==> src/shared/lane_mux_pkg.sv <==
// Package: register map, select codes and lane word carrier for the lane mux
package lane_mux_pkg;

	// ==========================================================
	// Geometry
	localparam int unsigned LANE_COUNT = 4;
	localparam int unsigned DATA_WIDTH = 16;
	localparam int unsigned SEL_WIDTH  = 4;

	// ==========================================================
	// Register port
	localparam int unsigned ADDR_WIDTH = 8;
	localparam int unsigned BUS_WIDTH  = 32;
	localparam logic [7:0]  ADDR_SEL   = 8'h00;
	localparam logic [7:0]  ADDR_STAT  = 8'h04;
	localparam logic [15:0] SEL_RESET  = 16'h0000;

	// Status layout: active lanes low, refused lanes next
	localparam int unsigned STAT_ACTIVE_LSB  = 0;
	localparam int unsigned STAT_REFUSED_LSB = 4;

	// ==========================================================
	// Per-lane source codes; anything else leaves the lane idle
	localparam logic [3:0] SEL_IDLE  = 4'h0;
	localparam logic [3:0] SEL_PCIE  = 4'h1;
	localparam logic [3:0] SEL_SATA  = 4'h2;
	localparam logic [3:0] SEL_DP    = 4'h3;
	localparam logic [3:0] SEL_USB0  = 4'h4;
	localparam logic [3:0] SEL_USB1  = 4'h5;
	localparam logic [3:0] SEL_SGMII = 4'h6;

	// ==========================================================
	// One parallel word towards or from a transceiver lane
	typedef struct packed {
		logic                  valid;
		logic [DATA_WIDTH-1:0] data;
	} lane_word_t;

	typedef logic [SEL_WIDTH-1:0] lane_sel_t;

endpackage : lane_mux_pkg

==> src/rtl/high_speed_lane_mux.sv <==
// Module: routes serial peripheral controllers onto four transceiver lanes
//
// Decided for this implementation: strobed register access and the register offsets.
`timescale 1ns/1ps
`default_nettype none

module high_speed_lane_mux (
	input  wire logic                                 clk,        // 20 MHz
	input  wire logic                                 rst,        // Sync, high
	input  wire logic [lane_mux_pkg::ADDR_WIDTH-1:0]  regAddr,    // Byte addr
	input  wire logic [lane_mux_pkg::BUS_WIDTH-1:0]   regWdata,   // Write data
	input  wire logic                                 regWr,      // Write strobe
	input  wire logic                                 regRd,      // Read strobe
	output logic      [lane_mux_pkg::BUS_WIDTH-1:0]   regRdata,   // Read data
	input  wire lane_mux_pkg::lane_word_t [3:0]       pcieTx,     // PCIe lanes
	input  wire lane_mux_pkg::lane_word_t [1:0]       sataTx,     // SATA chans
	input  wire lane_mux_pkg::lane_word_t [1:0]       dpTx,       // DP lanes
	input  wire lane_mux_pkg::lane_word_t [1:0]       usbTx,      // USB3 ctrls
	input  wire lane_mux_pkg::lane_word_t [3:0]       sgmiiTx,    // SGMII ports
	output lane_mux_pkg::lane_word_t      [3:0]       pcieRx,     // PCIe lanes
	output lane_mux_pkg::lane_word_t      [1:0]       sataRx,     // SATA chans
	output lane_mux_pkg::lane_word_t      [1:0]       usbRx,      // USB3 ctrls
	output lane_mux_pkg::lane_word_t      [3:0]       sgmiiRx,    // SGMII ports
	output lane_mux_pkg::lane_word_t      [3:0]       laneTx,     // To lanes
	input  wire lane_mux_pkg::lane_word_t [3:0]       laneRx,     // From lanes
	output logic      [3:0]                           laneActive  // Lane in use
);

	// ==========================================================
	// Configuration register and register port
	lane_mux_pkg::lane_sel_t [3:0]            sel_q;
	logic [lane_mux_pkg::BUS_WIDTH-1:0]       rdata_q;
	logic [3:0]                               laneLegal;
	logic [3:0]                               laneRefused;

	always_ff @(posedge clk) begin
		if (rst) begin
			sel_q <= lane_mux_pkg::SEL_RESET;
		end else if (regWr && regAddr == lane_mux_pkg::ADDR_SEL) begin
			sel_q <= regWdata[15:0];
		end
	end

	always_ff @(posedge clk) begin
		if (rst) begin
			rdata_q <= '0;
		end else if (regRd) begin
			unique case (regAddr)
				lane_mux_pkg::ADDR_SEL: begin
					rdata_q <= {16'h0000, sel_q};
				end
				lane_mux_pkg::ADDR_STAT: begin
					rdata_q <= {24'h00_0000, laneRefused, laneActive};
				end
				default: begin
					rdata_q <= '0;
				end
			endcase
		end else begin
			rdata_q <= '0;
		end
	end

	assign regRdata = rdata_q;

	// ==========================================================
	// Lane permission and transmit selection
	lane_mux_pkg::lane_word_t [3:0] laneTxD;
	logic                     [1:0] sataSeen;
	logic                     [1:0] dpSeen;
	logic                           usb0Seen;

	always_comb begin
		laneTxD     = '0;
		laneLegal   = '0;
		laneRefused = '0;
		sataSeen    = '0;
		dpSeen      = '0;
		usb0Seen    = 1'b0;
		for (int l = 0; l < 4; l++) begin
			case (sel_q[l])
				lane_mux_pkg::SEL_PCIE: begin
					laneLegal[l] = 1'b1;
					laneTxD[l]   = pcieTx[l];
				end
				lane_mux_pkg::SEL_SATA: begin
					// Lane parity picks the channel; a channel owns one lane
					if (!sataSeen[l%2]) begin
						laneLegal[l]   = 1'b1;
						sataSeen[l%2]  = 1'b1;
						laneTxD[l]     = sataTx[l%2];
					end
				end
				lane_mux_pkg::SEL_DP: begin
					// Even lanes carry DP1, odd lanes DP0
					if (!dpSeen[(l+1)%2]) begin
						laneLegal[l]       = 1'b1;
						dpSeen[(l+1)%2]    = 1'b1;
						laneTxD[l]         = dpTx[(l+1)%2];
					end
				end
				lane_mux_pkg::SEL_USB0: begin
					if (l < 3 && !usb0Seen) begin
						laneLegal[l] = 1'b1;
						usb0Seen     = 1'b1;
						laneTxD[l]   = usbTx[0];
					end
				end
				lane_mux_pkg::SEL_USB1: begin
					if (l == 3) begin
						laneLegal[l] = 1'b1;
						laneTxD[l]   = usbTx[1];
					end
				end
				lane_mux_pkg::SEL_SGMII: begin
					laneLegal[l] = 1'b1;
					laneTxD[l]   = sgmiiTx[l];
				end
				default: begin
					laneLegal[l] = 1'b0;
				end
			endcase
			laneRefused[l] = (sel_q[l] != lane_mux_pkg::SEL_IDLE)
				&& !laneLegal[l];
		end
	end

	// ==========================================================
	// Receive steering, lane to owning controller
	lane_mux_pkg::lane_word_t [3:0] pcieRxD;
	lane_mux_pkg::lane_word_t [1:0] sataRxD;
	lane_mux_pkg::lane_word_t [1:0] usbRxD;
	lane_mux_pkg::lane_word_t [3:0] sgmiiRxD;

	always_comb begin
		pcieRxD  = '0;
		sataRxD  = '0;
		usbRxD   = '0;
		sgmiiRxD = '0;
		for (int l = 0; l < 4; l++) begin
			if (laneLegal[l]) begin
				case (sel_q[l])
					lane_mux_pkg::SEL_PCIE:  pcieRxD[l]    = laneRx[l];
					lane_mux_pkg::SEL_SATA:  sataRxD[l%2]  = laneRx[l];
					lane_mux_pkg::SEL_USB0:  usbRxD[0]     = laneRx[l];
					lane_mux_pkg::SEL_USB1:  usbRxD[1]     = laneRx[l];
					lane_mux_pkg::SEL_SGMII: sgmiiRxD[l]   = laneRx[l];
					// DP has no receive path
					default: begin
					end
				endcase
			end
		end
	end

	// ==========================================================
	// Output registers
	always_ff @(posedge clk) begin
		if (rst) begin
			laneTx     <= '0;
			laneActive <= '0;
		end else begin
			laneTx     <= laneTxD;
			laneActive <= laneLegal;
		end
	end

	always_ff @(posedge clk) begin
		if (rst) begin
			pcieRx  <= '0;
			sataRx  <= '0;
			usbRx   <= '0;
			sgmiiRx <= '0;
		end else begin
			pcieRx  <= pcieRxD;
			sataRx  <= sataRxD;
			usbRx   <= usbRxD;
			sgmiiRx <= sgmiiRxD;
		end
	end

	// ==========================================================
	// Checks
	a_pcie_lane_map: assert property (
		@(posedge clk) disable iff (rst)
		(laneLegal[1] && sel_q[1] == lane_mux_pkg::SEL_PCIE)
		|=> laneTx[1] == $past(pcieTx[1]))
		else $error("PCIe lane 1 not on transceiver lane 1");

	a_sata_placement: assert property (
		@(posedge clk) disable iff (rst)
		(sel_q[0] == lane_mux_pkg::SEL_SATA)
		|=> laneActive[0] && laneTx[0] == $past(sataTx[0])
			&& !($past(sel_q[2]) == lane_mux_pkg::SEL_SATA && laneActive[2]))
		else $error("SATA channel 0 placement wrong");

	a_dp_lane_swap: assert property (
		@(posedge clk) disable iff (rst)
		(sel_q[1] == lane_mux_pkg::SEL_DP)
		|=> laneTx[1] == $past(dpTx[0]) && laneActive[1]
			&& ($past(sel_q[3]) == lane_mux_pkg::SEL_SATA || sataRx[1] == '0))
		else $error("DP lane 0 not on transceiver lane 1");

	a_usb_lane_limit: assert property (
		@(posedge clk) disable iff (rst)
		(sel_q[3] == lane_mux_pkg::SEL_USB0)
		|=> !laneActive[3] && laneTx[3] == '0)
		else $error("First USB3 routed to lane 3");

	a_usb1_lane3: assert property (
		@(posedge clk) disable iff (rst)
		(sel_q[0] == lane_mux_pkg::SEL_USB1)
		|=> !laneActive[0] && ($past(sel_q[3]) == lane_mux_pkg::SEL_USB1
			|| usbRx[1] == '0))
		else $error("Second USB3 routed off lane 3");

	a_sgmii_own_lane: assert property (
		@(posedge clk) disable iff (rst)
		(sel_q[2] == lane_mux_pkg::SEL_SGMII)
		|=> laneTx[2] == $past(sgmiiTx[2]) && sgmiiRx[2] == $past(laneRx[2]))
		else $error("SGMII port 2 not on lane 2");

	a_select_write: assert property (
		@(posedge clk) disable iff (rst)
		(regWr && regAddr == lane_mux_pkg::ADDR_SEL)
		##1 (regRd && regAddr == lane_mux_pkg::ADDR_SEL && !regWr)
		|=> regRdata[15:0] == $past(regWdata[15:0], 2))
		else $error("Select register readback wrong");

	a_idle_lane_quiet: assert property (
		@(posedge clk) disable iff (rst)
		!laneLegal[0] |=> laneTx[0] == '0 && !laneActive[0])
		else $error("Idle lane drives data");

	a_active_count: assert property (
		@(posedge clk) disable iff (rst)
		$countones({pcieRx[0].valid, pcieRx[1].valid, pcieRx[2].valid,
			pcieRx[3].valid, sataRx[0].valid, sataRx[1].valid,
			usbRx[0].valid, usbRx[1].valid, sgmiiRx[0].valid,
			sgmiiRx[1].valid, sgmiiRx[2].valid, sgmiiRx[3].valid})
			<= $countones(laneActive))
		else $error("More receive routes than active lanes");

	a_read_timing: assert property (
		@(posedge clk) disable iff (rst)
		!regRd |=> regRdata == '0)
		else $error("Read data outside read cycle");

	a_pcie_lane_zero: assert property (
		@(posedge clk) disable iff (rst)
		(sel_q[0] == lane_mux_pkg::SEL_PCIE)
		|=> laneActive[0] && laneTx[0] == $past(pcieTx[0])
			&& pcieRx[0] == $past(laneRx[0]))
		else $error("PCIe lane 0 not on transceiver lane 0");

	a_pcie_lane_three: assert property (
		@(posedge clk) disable iff (rst)
		(sel_q[3] == lane_mux_pkg::SEL_PCIE)
		|=> laneActive[3] && laneTx[3] == $past(pcieTx[3])
			&& pcieRx[3] == $past(laneRx[3]))
		else $error("PCIe lane 3 not on transceiver lane 3");

	a_sata_chan_one: assert property (
		@(posedge clk) disable iff (rst)
		(sel_q[1] == lane_mux_pkg::SEL_SATA)
		|=> laneActive[1] && laneTx[1] == $past(sataTx[1])
			&& sataRx[1] == $past(laneRx[1]))
		else $error("SATA channel 1 not on lane 1");

	a_dp_even_lane: assert property (
		@(posedge clk) disable iff (rst)
		(sel_q[0] == lane_mux_pkg::SEL_DP)
		|=> laneActive[0] && laneTx[0] == $past(dpTx[1]))
		else $error("DP lane 1 not on transceiver lane 0");

	a_dp_no_receive: assert property (
		@(posedge clk) disable iff (rst)
		(sel_q[0] == lane_mux_pkg::SEL_DP)
		|=> pcieRx[0] == '0 && sgmiiRx[0] == '0)
		else $error("DP lane feeds a receive output");

	a_usb0_first_lane: assert property (
		@(posedge clk) disable iff (rst)
		(sel_q[2] == lane_mux_pkg::SEL_USB0
			&& sel_q[0] != lane_mux_pkg::SEL_USB0
			&& sel_q[1] != lane_mux_pkg::SEL_USB0)
		|=> laneActive[2] && laneTx[2] == $past(usbTx[0])
			&& usbRx[0] == $past(laneRx[2]))
		else $error("First USB3 not on lane 2");

	a_usb1_on_lane3: assert property (
		@(posedge clk) disable iff (rst)
		(sel_q[3] == lane_mux_pkg::SEL_USB1)
		|=> laneActive[3] && laneTx[3] == $past(usbTx[1])
			&& usbRx[1] == $past(laneRx[3]))
		else $error("Second USB3 not on lane 3");

	a_sgmii_lane_zero: assert property (
		@(posedge clk) disable iff (rst)
		(sel_q[0] == lane_mux_pkg::SEL_SGMII)
		|=> laneActive[0] && laneTx[0] == $past(sgmiiTx[0])
			&& sgmiiRx[0] == $past(laneRx[0]))
		else $error("SGMII port 0 not on lane 0");

	a_refused_lane_idle: assert property (
		@(posedge clk) disable iff (rst)
		(sel_q[3] > lane_mux_pkg::SEL_SGMII)
		|=> !laneActive[3] && laneTx[3] == '0)
		else $error("Unknown select drives lane 3");

	a_status_read: assert property (
		@(posedge clk) disable iff (rst)
		(regRd && regAddr == lane_mux_pkg::ADDR_STAT)
		|=> regRdata[3:0] == $past(laneActive)
			&& regRdata[31:8] == '0)
		else $error("Status read does not show active lanes");

endmodule : high_speed_lane_mux

`default_nettype wire

==> config.mk <==
export PLATFORM = sky130hd
export DESIGN_NAME = high_speed_lane_mux
export DESIGN_NICKNAME = d
export VERILOG_FILES = /design/src/shared/lane_mux_pkg.sv /design/src/rtl/high_speed_lane_mux.sv
export SDC_FILE = /design/constraint.sdc
export NUM_CORES = 1
export LEC_CHECK = 0
export ABC_CLOCK_PERIOD_IN_PS = 2200
export BUFFER_PORTS_ARGS = -buffer_cell sky130_fd_sc_hd__clkbuf_2
export CAP_MARGIN = 20
export CORE_AREA = 2 2 259 261
export DETAILED_ROUTE_END_ITERATION = 6
export DIE_AREA = 0 0 261 263
export PLACE_DENSITY = 0.48
export SLEW_MARGIN = 20
export SYNTH_ARGS = -nofsm -noshare
export SYNTH_HDL_FRONTEND = slang
export SYNTH_SLANG_ARGS = --single-unit
==> constraint.sdc <==
create_clock -name clk -period 2.2 [get_ports clk]
set_clock_uncertainty 0.15 [all_clocks]
set_input_delay 0.33 -clock clk [delete_from_list [all_inputs] [get_ports clk]]
set_output_delay 0.33 -clock clk [all_outputs]
set_load 0.05 [all_outputs]
# After elaboration in Yosys (flattened, before gate mapping)
# Index checks and enable logic that the tools add are counted.
[word_totals] out_inout_bits=308 elab_cells=150 ff_bits=324
[classes] bitwise_logic=13 n_eq_ne=25 reduce_logical=27 muxes=47
[ops] op="two-way mux 17 bit" count=22
[ops] op="case mux 17 bit (5 select lines)" count=4
[ops] op="two-way mux 34 bit" count=4
[ops] op="== test 4 x 3 -> 1 bit (second input constant)" count=12
[ops] op="== test 4 x 2 -> 1 bit (second input constant)" count=8
[ops] op="case mux 16 bit (2 select lines)" count=1
[ops] op="OR reduction 3 bit" count=9
[ops] op="== test 4 x 1 -> 1 bit (second input constant)" count=4
[ops] op="nonzero test 4 bit" count=4
[ops] op="two-way mux 1 bit" count=13
[ops] op="inverter 1 bit" count=13
[ops] op="== test 8 x 3 -> 1 bit (second input constant)" count=1
[ops] op="zero test 8 bit" count=1
[ops] op="logical AND 1 bit" count=5
[ops] op="OR reduction 5 bit" count=1
[ops] op="zero test 1 bit" count=4
[ops] op="case mux 1 bit (4 select lines)" count=1
[ops] op="OR reduction 2 bit" count=2
[ops] op="OR reduction 4 bit" count=1
[ops] op="case mux 1 bit (3 select lines)" count=1
[ops] op="case mux 1 bit (2 select lines)" count=1

# Longest topological paths before layout
# Gate-level depths: netlist of the first run.
[depth] ltp_word=10 mapped_depth=8

# Least setup slack after synthesis of the first run
# No wires, ideal clock.
[synth_path] path_type="input-to-reg" from="input port regAddr[5] (netlist name)" to="register sel_q[14] (netlist name)" setup_slack_ps=297 path_stages=6 setup_time_ps=132 t_arrival_ps=1621 cell_sequence="or4_1 > nor2_1 > nand2_1 > clkbuf_1 > nand2_1 > a21oi_1"
[synth_between] elab_chain_len=2
[synth_lines] element="from (decl)" line="high_speed_lane_mux.sv:10" rtl="input wire logic [lane_mux_pkg::ADDR_WIDTH-1:0] regAddr,"
[synth_lines] element="zero test 8 bit" line="high_speed_lane_mux.sv:39" rtl="end else if (regWr && regAddr == lane_mux_pkg::ADDR_SEL) begin"
[synth_lines] element="logical AND 1 bit" line="high_speed_lane_mux.sv:39"
[synth_lines] element="to (signal assigned)" line="high_speed_lane_mux.sv:38" rtl="sel_q <= lane_mux_pkg::SEL_RESET;"
[synth_lines] element="to (signal assigned)" line="high_speed_lane_mux.sv:40" rtl="sel_q <= regWdata[15:0];"
[synth_lines] element="to (decl)" line="high_speed_lane_mux.sv:31" rtl="lane_mux_pkg::lane_sel_t [3:0] sel_q;"
# No other way between the ends.
# A chain may end at the register's enable or synchronous reset.

# Final worst setup path of the first run
[layout_path] from="register sel_q[15] (netlist name)" to="register laneTx[57] (netlist name)"
[layout_between] elab_chain_len=2 word_cells_on_any_way=6 classes_between="eq/ne (5); mux (1)"
[layout_lines] element="== test 4 x 3 -> 1 bit, or another cell as far along" line="high_speed_lane_mux.sv:81" rtl="case (sel_q[l])"
[layout_lines] element="case mux 17 bit (5 select lines) (*)" line="high_speed_lane_mux.sv:81"
[layout_lines] element="to (signal assigned)" line="high_speed_lane_mux.sv:163" rtl="laneTx <= laneTxD;"
[layout_lines] element="to (decl)" line="high_speed_lane_mux.sv:24" rtl="output lane_mux_pkg::lane_word_t [3:0] laneTx,"
# Every way passes the cells marked *; elsewhere a longest branch is shown, timed or not.

==> metrics.txt, run 1 <==
Skew-Pair Late Insertion Delay 550 ps; max-cap violations 0; die footprint 68,640 um2; area of the multi-input gates 4654 um2; Crit path required time 2500 ps; Synth Cell Area 11,120 um2; Synth cell types 45; Area growth syn-to-layout 73.79%; ys async rst share 0; Post-synth top flop dfxtp_1; Worst VDD drop 397.1 uV; combinational share of power 0.079; via-per-instance ratio 4.360; Rel. slew slack 0.2743; initial antenna violation count 20; # DRC 0; fin. max-slew vios 0; Final Cell Area 19,330 um2; crit path DAT 2380 ps; Synth Register Bits 308; Seq pwr share 0.430; worst hold path class in -> reg; GR Util All Layers 0.1851; final net count 2,336; cell taking the most area after synthesis dfxtp_1; crit share post-route 0.9431; Seq/Total Area, Yosys 0.5544; Hold Path Depth 3; deepest level of the CTS H-tree 2; cell leakage power 0.008295 uW; I/O pins 658; drt pass-1 iters 6; Max Fanout on Critical Path 11; worst reg2reg path endpoint laneTx[57]; outcome finished clean; largest net degree at the start of global routing 57; P_sw 3127 uW; Die W 261 um; Synth Area in XOR/XNOR 0; I/O Buffers 625; Congestion Overflow GR 0; crit start category flop; register area 6166 um2; GPL Wtd Cong 0.8824; Pint 9853 uW; largest family of logic cells by synthesized area simple AND/OR/NAND/NOR gates; Avg WL per Cell 23.11 um; drt initial violations 1,095; CTS max path bufs 3; Max Clock Freq 482.0 MHz; WL final 66,850 um; critical path class reg -> reg; Net Sw Frac 0.2409; clock root buffer clkbuf_16; top cell type's share of synthesized area 0.5544; total CTS buffers 38; die height 263 um; Fin Setup TNS 0 ps; reg-to-reg slack, setup 130 ps; Final setup viols 0; Pwr Density 671.6 nW/um2; Compound-Gate Fraction of Synth Area 0.1797; Least-Margin Pin Slew 1085 ps; core region area 65,630 um2; CTS tree done; Post-Syn Instances 1,106; number of global-route vias before repair 12,720; detailed-route via count 12,610; first-pass GRT wire length 91,670 um; DP Area 15,710 um2; Post-Synth Simple-Gate Area 0.2031; Yosys warnings 0; Hold Startpoint sgmiiTx[22]; post-CTS setup buffers 0; r2r worst-path depth 5; Worst-path clk slew 60 ps; HPWL after detailed placement 51,830 um; worst hold path endpoint laneTx[22]; post-synthesis adder-cell area fraction 0; number of flops mapped to enable cells by yosys 0; Starting Density 0.1695; Clk pwr share 0.491; CP Cell Sequence nand2b_1 > nor2_1 > buf_4 > a222oi_1 > a21oi_1; Critical Path Sink Type flop; Avg Cell Area, Syn 10.06 um2; Routed Antenna Nets 0; CTS Sinks 308; peak per-stage delay on the critical path 820 ps; Reg-to-Reg Start sel_q[15]; filler instances 6,938; row cnt 94; Fin. Hold Viols 0; min cycle time layout 2075 ps; mux share of post-synthesis cell area 0.01721; critical path's slowest cell nor2_1; Synth area leaders dfxtp_1 55%, and2_1 9.2%, a22oi_1 8.4%, a222oi_1 3.1%, nand2_1 2.6%; ratio of cells with drive above 1 in the final layout 0.4079; RSZ-0062 raised after global routing no
-- synth_stat cells, drive strengths merged, types with 2 or more instances --
| library cell | n |
|---|---|
| nor4b | 7 |
| nor4 | 8 |
| nor3 | 28 |
| and2 | 163 |
| a22oi | 124 |
| nand3 | 17 |
| dfxtp | 308 |
| a21oi | 52 |
| or4 | 2 |
| nor2b | 2 |
| nor3b | 2 |
| nand2b | 7 |
| buf | 52 |
| a222oi | 34 |
| o31ai | 2 |
| nor4bb | 2 |
| a31oi | 35 |
| nor2 | 67 |
| nand2 | 76 |
| clkbuf | 50 |
| mux2 | 17 |
| or2 | 17 |
| a211oi | 5 |
| a221oi | 17 |
-- power groups by stage --
stage | clock network [uW] | registers (uW) | logic [uW]
2_1_floorplan | 0 | 5710 | 143
3_3_place_gp | 0 | 5700 | 681
3_5_place_dp | 0 | 5700 | 683
4_1_cts | 6610 | 5580 | 1030
5_1_grt | 6830 | 5580 | 1070
6_report | 6380 | 5580 | 1020
-- metal layers --
layer / wire (um) / GRT usage / part of all wire / vias up
met5: 64 / 0 / 0.00096 / -
met4: 3985 / 0.1012 / 0.060 / 14
met3: 6150 / 0.05373 / 0.092 / 157
met2: 32670 / 0.3274 / 0.49 / 788
met1: 23990 / 0.1961 / 0.36 / 5932
li1: - / - / - / 5723
-- cell families (layout without fill, tap and decap cells) --
| kind of cell | Yosys count | in the layout |
|---|---|---|
| other cells | 1 | 30 |
| mux | 17 | 17 |
| compound gates | 275 | 275 |
| buf+inv | 103 | 997 |
| simple gates | 402 | 402 |
| flops | 308 | 308 |
-- through the flow --
| step | worst slack [ps] | power [uW] | instances | hold WS, ps | util |
|---|---|---|---|---|---|
| floorplan | 296.6 | 5850 | 1121 | 301.7 | - |
| global placement | 1.076 | 6384 | 2578 | 338.8 | 0.2392 |
| detailed placement | 2.886 | 6386 | 2578 | 341.4 | 0.2393 |
| CTS | 81.23 | 13220 | 2877 | 5.656 | 0.2936 |
| global route | 13.43 | 13480 | 2888 | 3.607 | 0.2943 |
| finish | 125.2 | 12980 | 2893 | 22.45 | 0.2945 |
-- how the worst max path moves through the flow --
stage | from | endpoint | slack (ps) | depth (start not counted)
2_1_floorplan | regAddr[5] | sel_q[14] | 300 | 6
3_3_place_gp | regAddr[5] | regRdata[6] | 1 | 6
3_5_place_dp | regAddr[5] | regRdata[6] | 3 | 6
4_1_cts | regAddr[5] | sel_q[10] | 80 | 9
5_1_grt | sel_q[3] | sataRx[14] | 10 | 7
6_report | sel_q[15] | laneTx[57] | 130 | 5
-- cell usage in the layout, fill, tap and decap left out, types with 2 or more instances in the layout --
master,netlist,final
nor4_1,7,3
nor2_1,66,65
nor4_2,1,4
a221oi_1,17,17
nor4bb_4,0,2
conb_1,1,16
nand2_1,76,76
and2_1,163,163
nor4b_4,4,4
clkbuf_8,0,8
clkinv_2,0,7
mux2_2,17,17
nor3_1,22,19
a211oi_1,5,5
nand3_1,17,17
dfxtp_1,308,308
clkbuf_1,50,6
nor3_4,1,5
nor4b_2,1,2
buf_4,20,59
dlygate4sd3_1,0,232
nor2b_1,2,2
diode_2,0,14
clkinv_4,0,2
bufinv_16,0,2
a21oi_1,52,52
a22oi_1,124,124
or2_2,17,17
nor3b_2,2,2
o31ai_4,0,2
a31oi_1,35,35
clkbuf_2,0,624
clkinvlp_4,0,4
clkbuf_16,0,39
nor3_2,5,4
nor2_2,1,2
nand2b_1,7,6
buf_12,0,12
a222oi_1,34,34
-- critical path: cells and delay by family (launching register included) --
family,cells,cell delay [ps]
AND/OR/NAND/NOR,2,970
buffers and inverters,1,280
AO/OA/AOI/OAI,2,260
flip-flops,1,310
-- cell type report --
| class | count | area share |
|---|---|---|
| sequential | 308 | 0.3190 |
| timing repair buffer | 927 | 0.3171 |
| multi-input combinational | 710 | 0.2408 |
| clock buffer | 53 | 0.05735 |
| tap | 864 | 0.05593 |
| clock inverter | 16 | 0.007833 |
| antenna | 14 | 0.001813 |
| inverter | 1 | 0.0001942 |
-- repair_timing --
action	in CTS	in global routing
endpoints found under the setup margin	0	13
resized for setup	0	2
hold buffers	230	2
hold endpoints to repair	266	2
-- sequential cells by signal, summed over array words and instances (netlist names) --
name / count
laneActive: 4
laneTx: 68
pcieRx: 68
regRdata: 16
sataRx: 34
sel_q: 16
sgmiiRx: 68
usbRx: 34
Power figures use the tool's default switching activity.
==> run 2, diff against run 1 <==
--- a/config.mk
+++ b/config.mk
@@ -8,10 +8,11 @@
 export ABC_CLOCK_PERIOD_IN_PS = 2200
 export BUFFER_PORTS_ARGS = -buffer_cell sky130_fd_sc_hd__clkbuf_2
 export CAP_MARGIN = 20
-export CORE_AREA = 2 2 259 261
+export CORE_AREA = 2 2 256 258
+export CTS_BUF_LIST = sky130_fd_sc_hd__clkbuf_2 sky130_fd_sc_hd__clkbuf_4 sky130_fd_sc_hd__clkbuf_8
 export DETAILED_ROUTE_END_ITERATION = 6
-export DIE_AREA = 0 0 261 263
-export PLACE_DENSITY = 0.48
+export DIE_AREA = 0 0 258 260
+export PLACE_DENSITY = 0.49
 export SLEW_MARGIN = 20
 export SYNTH_ARGS = -nofsm -noshare
 export SYNTH_HDL_FRONTEND = slang
==> run 2 against run 1 <==
Compared with the run above: the flow now finishes with violations (DRC); worst setup slack worse by 85 ps; clock power is 7.7% lower; via count is 4.5% higher; routed wire length is 2.1% higher; sequential share of layout area is 1.6 points lower; critical path depth stayed put; die area is 2.3% lower; combinational power is 15% higher.
==> metrics.txt, run 2 (synthesis results as in run 1) <==
I/O pins 658 (unchanged); crit path DAT 2500 ps (+120 ps); Routed Antenna Nets 0 (unchanged); most frequent cells in the layout 624 x clkbuf_2, 323 x dlygate4sd3_1, 307 x dfxtp_1, 163 x and2_1, 124 x a22oi_1; WL final 68,230 um (+2.1%); Fin. Hold Viols 0 (unchanged); final net count 2,461 (+5.4%); Buf/Inv on CP 2 (+1); Max Clock Freq 463.0 MHz (-3.9%); Skew-Pair Late Insertion Delay 640 ps (+90 ps); ratio of cells with drive above 1 in the final layout 0.4074 (-0.0005159); DP Area 15,720 um2 (about the same); most common cell after layout, fill and taps aside clkbuf_2; die height 260 um (-1.1%); GR Util All Layers 0.1929 (+0.007771); # DRC 3 (+3); peak per-stage delay on the critical path 570 ps (-250 ps); Die W 258 um (-1.1%); initial antenna violation count 10 (-50%); Critical Path Sink Type flop; via-per-instance ratio 4.366 (+0.14%); die footprint 67,080 um2 (-2.3%); Net Sw Frac 0.2450 (+0.004073); Congestion Overflow GR 0 (unchanged); GPL Wtd Cong 0.8826 (about the same); RSZ-0062 raised after global routing no; max-cap violations 0 (unchanged); worst hold path class in -> reg; worst setup margin 40.16 ps (-85.03 ps); outcome finished with violations; drt pass-1 iters 7 (+1); cell leakage power 0.008793 uW (+6.0%); Avg WL per Cell 22.61 um (-2.2%); Rel. slew slack 0.4491 (+0.1748); Place WS -21.54 ps (-24.43 ps); min cycle time layout 2160 ps (+85.03 ps); row cnt 93 (-1.1%); CTS Sinks 308 (unchanged); number of global-route vias before repair 13,660 (+7.3%); critical path class reg -> reg; crit-path leading delay family buffers and inverters; fin. max-slew vios 0 (unchanged); detailed-route via count 13,180 (+4.5%); clock root buffer clkbuf_8; crit start category flop; deepest level of the CTS H-tree 2 (unchanged); core region area 64,120 um2 (-2.3%); first-pass GRT wire length 94,240 um (+2.8%); CTS max path bufs 3 (unchanged); Final setup viols 0 (unchanged); P_sw 3096 uW (-0.99%); total CTS buffers 56 (+47%); critical path's slowest cell dlygate4sd3_1; crit share post-route 0.9817 (+0.03865); Worst-path clk slew 60 ps (about the same); Pwr Density 620.9 nW/um2 (-7.5%); failing checks DRC; Clk pwr share 0.466 (-0.025); Area growth syn-to-layout 82.99%; Starting Density 0.1735 (+0.003998); CTS tree done; Pint 9541 uW (-3.2%); Max Fanout on Critical Path 7 (-4); Least-Margin Pin Slew 825.5 ps (-259.0 ps); drt initial violations 1,124 (+2.6%); Worst VDD drop 469.9 uV (+18%); largest net degree at the start of global routing 41 (-28%); Final Cell Area 20,350 um2 (+5.3%); Seq pwr share 0.442 (+0.012); CP Cell Sequence buf_12 > mux2_2 > dlygate4sd3_1 > a222oi_1 > a21oi_1; biggest regs laneTx x68, pcieRx x68, sgmiiRx x68; combinational share of power 0.093 (+0.014); Crit path required time 2540 ps (+40 ps); HPWL after detailed placement 52,490 um (+1.3%); I/O Buffers 625 (unchanged)
-- run 2: changes by cell type in the layout (fill, tap and decap cells not counted), moves of 4 or more --
cell	delta
dlygate4sd3_1	+91
buf_4	+11
clkbuf_4	+17
clkinvlp_4	-4
diode_2	-6
clkbuf_1	-6
clkbuf_16	-37
clkbuf_8	+64
-- run 2: what timing repair did --
item / CTS / global route
setup buffers: 4 / 6
hold buffers: 326 / 0
resized for setup: 1 / 3
setup endpoints to repair: 6 / 16
cloned: 0 / 3
pin swaps: 1 / 8
hold endpoints to repair: 289 / 0
-- run 2: layout make-up --
type | count | area [um2]
repair buffers | 1034 | 7208
fillers | 6728 | 43760
multi-input cells | 710 | 4646
clock inverters | 13 | 116.4
well taps | 855 | 1070
flip-flops and latches | 308 | 6170
inverters | 1 | 3.754
clock buffers | 89 | 1119
diodes | 8 | 20.02
-- run 2: stage by stage --
step	hold WS (ps)	utilization	power, uW	instances	setup TNS (ps)
floorplan	301.7	-	5850	1121	0
global placement	345.1	0.2451	6397	2573	0
detailed placement	341.4	0.2451	6397	2573	-21.54
CTS	5.960	0.3160	12840	3005	0
global route	9.629	0.3174	13160	3016	0
finish	5.312	0.3174	12640	3018	0
-- run 2: worst paths after layout --
path / startpoint / slack [ps] / depth (start not counted) / endpoint
setup / recovery: sel_q[14] / 40 / 5 / laneTx[61]
hold / removal: pcieTx[54] / 5 / 4 / laneTx[54]
setup reg to reg: sel_q[14] / 40 / 5 / laneTx[61]
hold reg to reg: sel_q[7] / 350 / 2 / sel_q[7]
-- run 2: power by group through the flow --
stage | Clock [uW] | Sequential, uW | Combinational (uW)
2_1_floorplan | 0 | 5710 | 143
3_3_place_gp | 0 | 5700 | 694
3_5_place_dp | 0 | 5700 | 694
4_1_cts | 6080 | 5580 | 1170
5_1_grt | 6360 | 5580 | 1220
6_report | 5890 | 5580 | 1170
-- run 2: metal layers --
metal	up-vias	routed length, um	GRT usage
met1	6193	24640	0.2065
met3	162	5723	0.04747
met5	-	25	0
met2	846	34250	0.3529
met4	4	3593	0.09522
li1	5973	-	-
-- run 2: worst register-to-register path, cell delays in order (launching register included) --
cell and delay (ps):
dfxtp_4 390, buf_12 140, mux2_2 340, dlygate4sd3_1 570
a222oi_1 310, a21oi_1 120
